--- config.mk ---
export PLATFORM = sky130hd
export DESIGN_NAME = padi_top
export DESIGN_NICKNAME = d
export VERILOG_FILES = /design/src/rtl/padi_pkg.sv /design/src/rtl/padi_pipe.sv /design/src/rtl/padi_top.sv
export SDC_FILE = /design/constraint.sdc
export NUM_CORES = 1
export LEC_CHECK = 0
export ABC_AREA = 1
export BUFFER_PORTS_ARGS = -buffer_cell sky130_fd_sc_hd__buf_2
export CORE_ASPECT_RATIO = 1.1
export CORE_UTILIZATION = 30
export DETAILED_ROUTE_END_ITERATION = 8
export PLACE_DENSITY = 0.55
export SETUP_SLACK_MARGIN = 0.15
export SLEW_MARGIN = 20
export SYNTH_ARGS = -nofsm -noshare
export SYNTH_HDL_FRONTEND = slang
export SYNTH_SLANG_ARGS = --single-unit
--- constraint.sdc ---
create_clock -name ref_clk -period 5.2 [get_ports ref_clk]
set_input_delay 0.78 -clock ref_clk [delete_from_list [all_inputs] [get_ports ref_clk]]
set_output_delay 0.78 -clock ref_clk [all_outputs]
set_load 0.02 [all_outputs]
--- src/rtl/padi_pkg.sv ---
// Overview of operation
// - each clock edge captures a sample; its word appears after the fifth following edge
// - mode pins high,low: 00 power down, 01 mode 1, 10 mode 2, 11 mode 3
// - mode 1 gain one, mode 2 gain half, mode 3 gain one with minus 1 V offset
// - strap low selects internal reference, strap high selects external reference
// - result drives twelve data lines, bit 0 least significant, bit 11 most
// - enable pin switches data drivers off; when on they drive the current result
// - sample outside the span raises over-range flag together with its result
// - result is unsigned binary, lowest input all zeros, highest all ones
// - enable pin acts without waiting for any clock edge
package padi_pkg;

  // ---------------------------------------------------------------
  // conversion
  // ---------------------------------------------------------------
  localparam int CODE_W       = 12;
  localparam int SAMPLE_W     = 16;
  localparam int VP_W         = 18;
  localparam int PIPE_LATENCY = 5;
  // front-end voltages in steps of 1/4096 V, so one volt is 4096 steps
  localparam logic signed [VP_W-1:0] FS_POS      = 18'h0_0FFF;
  localparam logic signed [VP_W-1:0] FS_NEG      = -18'sh1_000;
  localparam logic signed [VP_W-1:0] OFFSET_M3   = 18'h0_1000;
  localparam int                     CODE_SHIFT  = 1;
  localparam logic [CODE_W-1:0]      CODE_MIN    = 12'h000;
  localparam logic [CODE_W-1:0]      CODE_MAX    = 12'hFFF;

  typedef enum logic [1:0] {
    MODE_POWER_DOWN = 2'b00,
    MODE_GAIN_ONE   = 2'b01,
    MODE_GAIN_HALF  = 2'b10,
    MODE_OFFSET     = 2'b11
  } padi_mode_t;

  typedef struct packed {
    logic              valid;
    logic              over;
    logic [CODE_W-1:0] code;
  } padi_word_t;

  localparam int WORD_W = $bits(padi_word_t);

  // ---------------------------------------------------------------
  // register map
  // ---------------------------------------------------------------
  localparam int          ADDR_W        = 8;
  localparam logic [7:0]  ADDR_CTRL     = 8'h00;
  localparam logic [7:0]  ADDR_STATUS   = 8'h04;
  localparam logic [7:0]  ADDR_RESULT   = 8'h08;
  localparam logic [7:0]  ADDR_INT_STAT = 8'h0C;
  localparam logic [7:0]  ADDR_INT_MASK = 8'h10;

  localparam int CTRL_FORCE_PD   = 0;
  localparam int ST_MODE_LSB     = 0;
  localparam int ST_POWER_DOWN   = 2;
  localparam int ST_REF_EXTERNAL = 3;
  localparam int ST_VALID        = 4;
  localparam int RES_OVER        = 12;
  localparam int RES_VALID       = 13;
  localparam int INT_OVER        = 0;
  localparam int INT_MODE        = 1;
  localparam int INT_W           = 2;

  localparam logic [31:0] RESET_WORD = 32'h0000_0000;

endpackage : padi_pkg

--- src/rtl/padi_pipe.sv ---
`timescale 1ns/100ps
module padi_pipe #(
  parameter int WIDTH = 14,
  parameter int DEPTH = 5
) (
  input  wire logic             ref_clk,
  input  wire logic             reset,
  input  wire logic [WIDTH-1:0] in_word,
  output logic      [WIDTH-1:0] out_word
);

  logic [WIDTH-1:0] stage [DEPTH];

  // ---------------------------------------------------------------
  // shift chain; the last stage is the output register
  // ---------------------------------------------------------------
  generate
    for (genvar i = 0; i < DEPTH; i++) begin : g_stage
      always_ff @(posedge ref_clk or posedge reset) begin
        if (reset) begin
          stage[i] <= '0;
        end else if (i == 0) begin
          stage[i] <= in_word;
        end else begin
          stage[i] <= stage[(i == 0) ? 0 : i-1];
        end
      end
    end
  endgenerate

  assign out_word = stage[DEPTH-1];

endmodule : padi_pipe

--- src/rtl/padi_top.sv ---
`timescale 1ns/100ps
module padi_top #(
  parameter int LATENCY = padi_pkg::PIPE_LATENCY
) (
  input  wire logic                                  ref_clk,
  input  wire logic                                  reset,
  input  wire logic signed [padi_pkg::SAMPLE_W-1:0]  analog_input_pos,
  input  wire logic signed [padi_pkg::SAMPLE_W-1:0]  analog_input_neg,
  input  wire logic                                  mode_select_high,
  input  wire logic                                  mode_select_low,
  input  wire logic                                  reference_source_strap,
  input  wire logic                                  output_enable_n,
  output logic             [padi_pkg::CODE_W-1:0]    result_data,
  output logic             [padi_pkg::CODE_W-1:0]    result_data_oe_n,
  output logic                                       over_range_pin,
  output logic                                       result_valid,
  output logic                                       ref_internal_en,
  output logic                                       power_down,
  input  wire logic                                  psel,
  input  wire logic                                  penable,
  input  wire logic                                  pwrite,
  input  wire logic        [padi_pkg::ADDR_W-1:0]    paddr,
  input  wire logic        [31:0]                    pwdata,
  output logic             [31:0]                    prdata,
  output logic                                       pready,
  output logic                                       pslverr,
  output logic                                       irq
);
  import padi_pkg::*;

  // ---------------------------------------------------------------
  // configuration pins
  // ---------------------------------------------------------------
  padi_mode_t        mode;
  padi_mode_t        mode_prev;
  logic              strap_taken;
  logic              force_pd;
  logic              mode_changed;

  always_ff @(posedge ref_clk or posedge reset) begin
    if (reset) begin
      mode      <= MODE_POWER_DOWN;
      mode_prev <= MODE_POWER_DOWN;
    end else begin
      mode      <= padi_mode_t'({mode_select_high, mode_select_low});
      mode_prev <= mode;
    end
  end

  assign mode_changed = (mode != mode_prev);

  // strap is caught once after reset release, never under the reset itself
  always_ff @(posedge ref_clk or posedge reset) begin
    if (reset) begin
      strap_taken     <= 1'b0;
      ref_internal_en <= 1'b1;
    end else if (!strap_taken) begin
      strap_taken     <= 1'b1;
      ref_internal_en <= ~reference_source_strap;
    end
  end

  always_ff @(posedge ref_clk or posedge reset) begin
    if (reset) begin
      power_down <= 1'b1;
    end else begin
      power_down <= (mode == MODE_POWER_DOWN) || force_pd;
    end
  end

  // ---------------------------------------------------------------
  // sample and hold scaling and quantiser
  // ---------------------------------------------------------------
  logic signed [VP_W-1:0] diff;
  logic signed [VP_W-1:0] vp;
  logic signed [VP_W-1:0] shifted;
  padi_word_t             next_word;

  always_comb begin
    diff = VP_W'(analog_input_pos) - VP_W'(analog_input_neg);
    unique case (mode)
      MODE_GAIN_HALF: vp = diff >>> 1;
      MODE_OFFSET:    vp = diff - OFFSET_M3;
      default:        vp = diff;
    endcase
    shifted = (vp - FS_NEG) >>> CODE_SHIFT;
    next_word.valid = !power_down && !mode_changed;
    next_word.over  = (vp > FS_POS) || (vp < FS_NEG);
    // unsigned offset binary, clamped at both ends of the span
    if (vp > FS_POS) begin
      next_word.code = CODE_MAX;
    end else if (vp < FS_NEG) begin
      next_word.code = CODE_MIN;
    end else begin
      next_word.code = shifted[CODE_W-1:0];
    end
    // power down freezes the chain input at zero so the converter idles
    if (power_down) begin
      next_word = '0;
    end
  end

  // ---------------------------------------------------------------
  // pipeline: capture at edge k, word out after edge k+LATENCY
  // ---------------------------------------------------------------
  padi_word_t out_word;

  // stage zero is the sampling flop, so LATENCY more stages follow it
  padi_pipe #(
    .WIDTH (WORD_W),
    .DEPTH (LATENCY + 1)
  ) u_pipe (
    .ref_clk  (ref_clk),
    .reset    (reset),
    .in_word  (next_word),
    .out_word (out_word)
  );

  // the pipe's last stage is a flop, so these follow it directly
  assign result_data    = out_word.code;
  assign over_range_pin = out_word.over;
  assign result_valid   = out_word.valid;

  // enable is combinational on purpose: drivers must react without a clock
  assign result_data_oe_n = {CODE_W{output_enable_n}};

  // ---------------------------------------------------------------
  // interrupt sources
  // ---------------------------------------------------------------
  logic [INT_W-1:0] int_stat;
  logic [INT_W-1:0] int_mask;
  logic [INT_W-1:0] int_event;
  logic [INT_W-1:0] int_clear;

  always_comb begin
    int_event           = '0;
    int_event[INT_OVER] = out_word.valid && out_word.over;
    int_event[INT_MODE] = mode_changed;
  end

  // ---------------------------------------------------------------
  // APB slave, one wait state so read data come from a flop
  // ---------------------------------------------------------------
  logic access;
  logic wr_done;
  logic mapped;

  assign access  = psel && penable && !pready;
  assign wr_done = psel && penable && pready && pwrite;

  always_comb begin
    unique case (paddr)
      ADDR_CTRL, ADDR_STATUS, ADDR_RESULT, ADDR_INT_STAT, ADDR_INT_MASK: mapped = 1'b1;
      default: mapped = 1'b0;
    endcase
  end

  always_ff @(posedge ref_clk or posedge reset) begin
    if (reset) begin
      pready  <= 1'b0;
      pslverr <= 1'b0;
    end else begin
      pready  <= access;
      pslverr <= access && !mapped;
    end
  end

  always_ff @(posedge ref_clk or posedge reset) begin
    if (reset) begin
      prdata <= RESET_WORD;
    end else if (access && !pwrite) begin
      prdata <= RESET_WORD;
      unique case (paddr)
        ADDR_CTRL: begin
          prdata[CTRL_FORCE_PD] <= force_pd;
        end
        ADDR_STATUS: begin
          prdata[ST_MODE_LSB +: 2] <= mode;
          prdata[ST_POWER_DOWN]    <= power_down;
          prdata[ST_REF_EXTERNAL]  <= ~ref_internal_en;
          prdata[ST_VALID]         <= out_word.valid;
        end
        ADDR_RESULT: begin
          prdata[CODE_W-1:0] <= out_word.code;
          prdata[RES_OVER]   <= out_word.over;
          prdata[RES_VALID]  <= out_word.valid;
        end
        ADDR_INT_STAT: begin
          prdata[INT_W-1:0] <= int_stat;
        end
        ADDR_INT_MASK: begin
          prdata[INT_W-1:0] <= int_mask;
        end
        default: begin
          prdata <= RESET_WORD;
        end
      endcase
    end
  end

  always_ff @(posedge ref_clk or posedge reset) begin
    if (reset) begin
      force_pd <= 1'b0;
    end else if (wr_done && paddr == ADDR_CTRL) begin
      force_pd <= pwdata[CTRL_FORCE_PD];
    end
  end

  always_ff @(posedge ref_clk or posedge reset) begin
    if (reset) begin
      int_mask <= '0;
    end else if (wr_done && paddr == ADDR_INT_MASK) begin
      int_mask <= pwdata[INT_W-1:0];
    end
  end

  assign int_clear = (wr_done && paddr == ADDR_INT_STAT) ? pwdata[INT_W-1:0] : '0;

  // a new event in the clearing cycle wins over the write-one-to-clear
  always_ff @(posedge ref_clk or posedge reset) begin
    if (reset) begin
      int_stat <= '0;
    end else begin
      int_stat <= (int_stat & ~int_clear) | int_event;
    end
  end

  always_ff @(posedge ref_clk or posedge reset) begin
    if (reset) begin
      irq <= 1'b0;
    end else begin
      irq <= |(((int_stat & ~int_clear) | int_event) & int_mask);
    end
  end

endmodule : padi_top

; Word level (Yosys, flattened, before mapping)
; Cells that the tools add are included.
[word_totals]
ff_bits = 113
latch_bits = 0
memories = 0
in_bits = 81
romBits = 0
ram_bits = 0
output_inout_bits = 63
[op_classes]
eq_ne = 7
n_addsub = 3
multipliers = 0
bitwise_logic = 6
n_reduce_logical = 22
mux = 10
n_lt_le_gt_ge = 2
div_mod_pow = 0
shifts = 0
[op_table]
columns = op, count
row1 = $pmux W18 S2, 1
row2 = $mux W12, 2
row3 = $gt A18 B13 Y1 const B, 1
row4 = $lt A18 B13 Y1 const B, 1
row5 = $sub A17 B14 Y18 const B, 1
row6 = $sub A16 B16 Y17, 1
row7 = $eq A8 B4 Y1 const B, 2
row8 = $mux W14, 1
row9 = $sub A13 B13 Y13 const B, 1
row10 = $logic_and A1 B1 Y1, 11
row11 = $mux W9, 1
row12 = $eq A8 B3 Y1 const B, 1
row13 = $eq A8 B5 Y1 const B, 1
row14 = $logic_not A8 Y1, 1
row15 = $pmux W3 S2, 1
row16 = $logic_not A1 Y1, 5
row17 = $pmux W1 S5, 1
row18 = $reduce_or A5 Y1, 1
row19 = $and A2 B2 Y2, 2
row20 = $eq A2 B2 Y1 const B, 2
row21 = $pmux W1 S4, 1
row22 = $logic_not A2 Y1, 1
row23 = $logic_or A1 B1 Y1, 2
row24 = $mux W2, 1
row25 = 6 further kinds, 7

; Logic depth before layout (Yosys ltp)
[depth]
ltp_word = 10
ltp_mapped = 23
ltp_nobuf = 22

; Modules after synthesis
; Synthesis repeated with hierarchy kept, for this count alone.
[hier_totals]
hier_cells = 577
hier_area_um2 = 5260.0
[modules_own_cells]
columns = module, cells_per_inst, seq_area_each_um2, n_inst, area_per_inst_um2
row1 = padi_top, 478, 728.2, 1, 3049.2
row2 = padi_pipe, 99, 2102.0, 1, 2210.9

; Worst setup path before layout
; OpenSTA, ideal clock, no wires.
[synth_path]
kind = input port to flip-flop
startpoint = input analog_input_pos[0] (netlist name)
endpoint = register u_pipe.stage[72] (netlist name)
n_path_buf = 1
t_arrival_ns = 2.935
slack_ns = 2.200
stages = 20
required_ns = 5.135
cell_sequence = inv_1 ha_1 fa_1 inv_1 nand3_1 nand3_1 nand2_1 nand4_1 nand2_1 ha_1 o21ai_0 nand3_1 nand3_1 nand3_1 nor2_1 nand2_1 nand2_2 buf_6 nand3_1 nand2_1
[synth_rtl]
columns = item, line_no
row1 = "start, declared", padi_top.sv:7  ; input wire logic signed [padi_pkg::SAMPLE_W-1:0] analog_input_pos,
row2 = "end signal, assigned by index", padi_pipe.sv:23  ; stage[i] <= in_word;
row3 = "end signal, assigned by index", padi_pipe.sv:25  ; stage[i] <= stage[(i == 0) ? 0 : i-1];
row4 = "end, declared", padi_pipe.sv:12  ; logic [WIDTH-1:0] stage [DEPTH];

==> impl_metrics.csv <==
group,metric,value,unit
yosys,synth_largest_area_cell,"dfrtp_1",
cts,cts-buffers-inserted,17,
setup_path,cp_max_fo,12,
yosys,synth_area,0.00513,mm2
drt,routedWlPerCell,10.6,um
pwr,vdd_drop_max,0.188,mV
yosys,seq_area_frac_synth,0.552,
worst_hold_path,hold_class,"reg2reg",
floorplan,initial_core_util,0.310,
drt,wirelength,8910,um
yosys,ys.warnings.count,0,
cts,htree_num_levels,4,
pwr,power,2.58,mW
grt,antenna_found_initial,0,
floorplan,rows,49,
cts,clock-sinks,113,
setup_path,crit_path_end_kind,"flop",
floorplan,placeableCoreArea,0.0166,mm2
layout,mostFrequentLayoutCell,"nand2_1",
grt,first_global_vias,3444,
placement,dp_hpwl,6650,um
pwr,powerDensity,419,mW/mm2
layout,syn_to_final_growth,19.9,%
grt,grt_max_degree,72,
drt,drtPass1Iterations,4,
drt,drtIter0Drc,162,
placement,numPortBuffers,82,
timing,layout_min_cycle_time,3.07,ns
floorplan,pin_count,144,
drt,viasPerCell,4.19,
grt,grt_pass1_wl,15300,um
placement,place_congestion,0.810,
yosys,synth_edf_count,0,
layout,n_fill_cell,1681,
grt,gr-total-overflow,0,
timing,rsz0062_at_grt,"no",
yosys,yosysTopAreaCellShare,0.541,
yosys,synth-async-reset-ratio,1.00,
layout,fin_util,0.372,
setup_path,crit_arrival,3.39,ns
cts,clk_path_buf_depth,2,
timing,setup_violations,0,
layout,mostFrequentLayoutCells,"nand2_1, dfrtp_1, buf_2",
timing,finalSetupTns,0,ns
timing,max_freq,0.326,GHz
cts,clockRootBuffer,"clkbuf_16",
timing,worst_pin_slew,0.875,ns
timing,finalMaxSlewViolations,0,
drt,vias,3530,
setup_path,cp.required,5.52,ns
floorplan,die_x,127,um
yosys,ys_top_cells_by_area,"dfrtp_1, nand2_1, buf_4, inv_1, ha_1",
worst_hold_path,hold_depth,0,
outcome,outcome,"finished, final reports clean",
setup_path,crit_type,"in2reg",
floorplan,dieHeight,139,um
floorplan,die_area,0.0176,mm2
setup_path,cp-start-kind,"input port",
cts,cts_hold_buffers,0,
yosys,syn_area_per_cell,9.21,um2
layout,drive_gt1_frac,0.208,
drt,antenna_left,0,
cts,path_clk_slew,0.05,ns
drt,drcViolationCount,0,
run,drv_cap,0,
timing,finClkSkew,0.0196,ns
cts,ctsResizeCount,0,
cts,post_cts_buffers,0,
cts,clk_latency,0.40,ns
yosys,synth_cell_types,37,
grt,grt_use_total,0.108,
yosys,synthCells,557,
timing,finalCritPeriodShare,0.591,
yosys,synth-seq-cells,113,
timing,hold_viol,0,
yosys,synth_flop_cell,"dfrtp_1",
pwr,p_leak,3.22,nW
setup_path,rr_worst_depth,9,
layout,n_antenna_cell,0,
layout,final_nets,726,
timing,slew_headroom,0.415,
cts,cts_tree,"yes",
[kinds of logic after synthesis]
| kind of cell | synth area share |
|---|---|
| buffers and inverters | 0.130 |
| other | 0.00146 |
| xor gates and xnor gates | 0.0188 |
| AOI/OAI and AO/OA | 0.0549 |
| and+or+nand+nor | 0.198 |
| adders and majority gates | 0.0454 |
| DFF | 0.552 |
[routing by layer]
layer  vias up  global-route usage  routed length, um  part of all wire
li1       1818                   -                  -                 -
met1      1592               0.132               4050              0.45
met2       118               0.180               4310              0.48
met3         2              0.0324                511             0.057
met4         0              0.0376                 35            0.0039
met5         -                   0                  0                 0
[cells in the mapped netlist, types with 4 or more instances]
master,number
inv_1,79
ha_1,17
nor2_1,23
nand2_2,6
nor3_1,5
clkbuf_1,5
nor4_1,4
o21ai_0,23
a21oi_1,10
nand3_1,41
dfrtp_1,111
buf_4,42
xor2_1,8
nand2_1,146
[worst paths after layout]
| path | end | start | slack (ns) |
|---|---|---|---|
| setup reg to reg | u_pipe.stage[77] | mode[1] | 2.54 |
| hold reg to reg | u_pipe.out_word[2] | u_pipe.stage[16] | 0.34 |
| setup / recovery | u_pipe.stage[77] | analog_input_pos[0] | 2.13 |
| max in group asynchronous | u_pipe.stage[17] | reset | 3.60 |
| min in group asynchronous | prdata[9] | reset | 0.57 |
| hold / removal | u_pipe.out_word[2] | u_pipe.stage[16] | 0.34 |
[metrics by stage]
| step | std cells | setup slack [ns] | cell area [um2] | hold WS [ns] |
|---|---|---|---|---|
| floorplan | 574 | 1.44 | 5190 | 0.331 |
| global placement | 812 | 1.70 | 5520 | 0.331 |
| detailed placement | 812 | 1.72 | 5530 | 0.335 |
| CTS | 843 | 2.12 | 6150 | 0.342 |
| global route | 843 | 1.77 | 6150 | 0.349 |
| finish | 843 | 2.13 | 6150 | 0.343 |
[state kept, by name, summed over array words and instances, names as in the netlist]
| signal | count |
|---|---|
| ref_internal_en | 1 |
| u_pipe.out_word | 14 |
| force_pd | 1 |
| power_down | 1 |
| strap_taken | 1 |
| int_mask | 2 |
| int_stat | 2 |
| mode | 2 |
| mode_prev | 2 |
| pslverr | 1 |
| pready | 1 |
| irq | 1 |
| prdata | 14 |
| u_pipe.stage | 70 |
[power by group]
part | total [mW] | leakage, nW | switching, mW | internal, mW
registers | 1.06 | 1.32 | 0.0440 | 1.02
logic | 0.318 | 1.60 | 0.213 | 0.105
clock network | 1.20 | 0.308 | 0.355 | 0.843
[area by class of cell]
| type | instances | area [um2] | area share |
|---|---|---|---|
| clock buffer | 20 | 437 | 0.0710 |
| clock inverter | 11 | 188 | 0.0305 |
| inverter | 81 | 307 | 0.0498 |
| multi-input combinational | 330 | 1710 | 0.278 |
| sequential | 113 | 2830 | 0.460 |
| tap | 204 | 255 | 0.0415 |
| timing repair buffer | 84 | 425 | 0.0691 |
[worst max-delay path, stage by stage]
cell and delay (ns):
buf_2 0.08, inv_1 0.03, ha_1 0.22, fa_1 0.40
inv_1 0.09, nand3_1 0.07, nand3_1 0.11, nand2_1 0.10
nand4_1 0.11, nand2_1 0.15, ha_1 0.22, o21ai_0 0.19
nand3_1 0.10, nand3_1 0.12, nand3_1 0.08, nor2_1 0.09
nand2_1 0.07, nand2_2 0.19, nand3_1 0.11, nand2_1 0.09
Note: power is estimated with default switching activity, not from simulation.
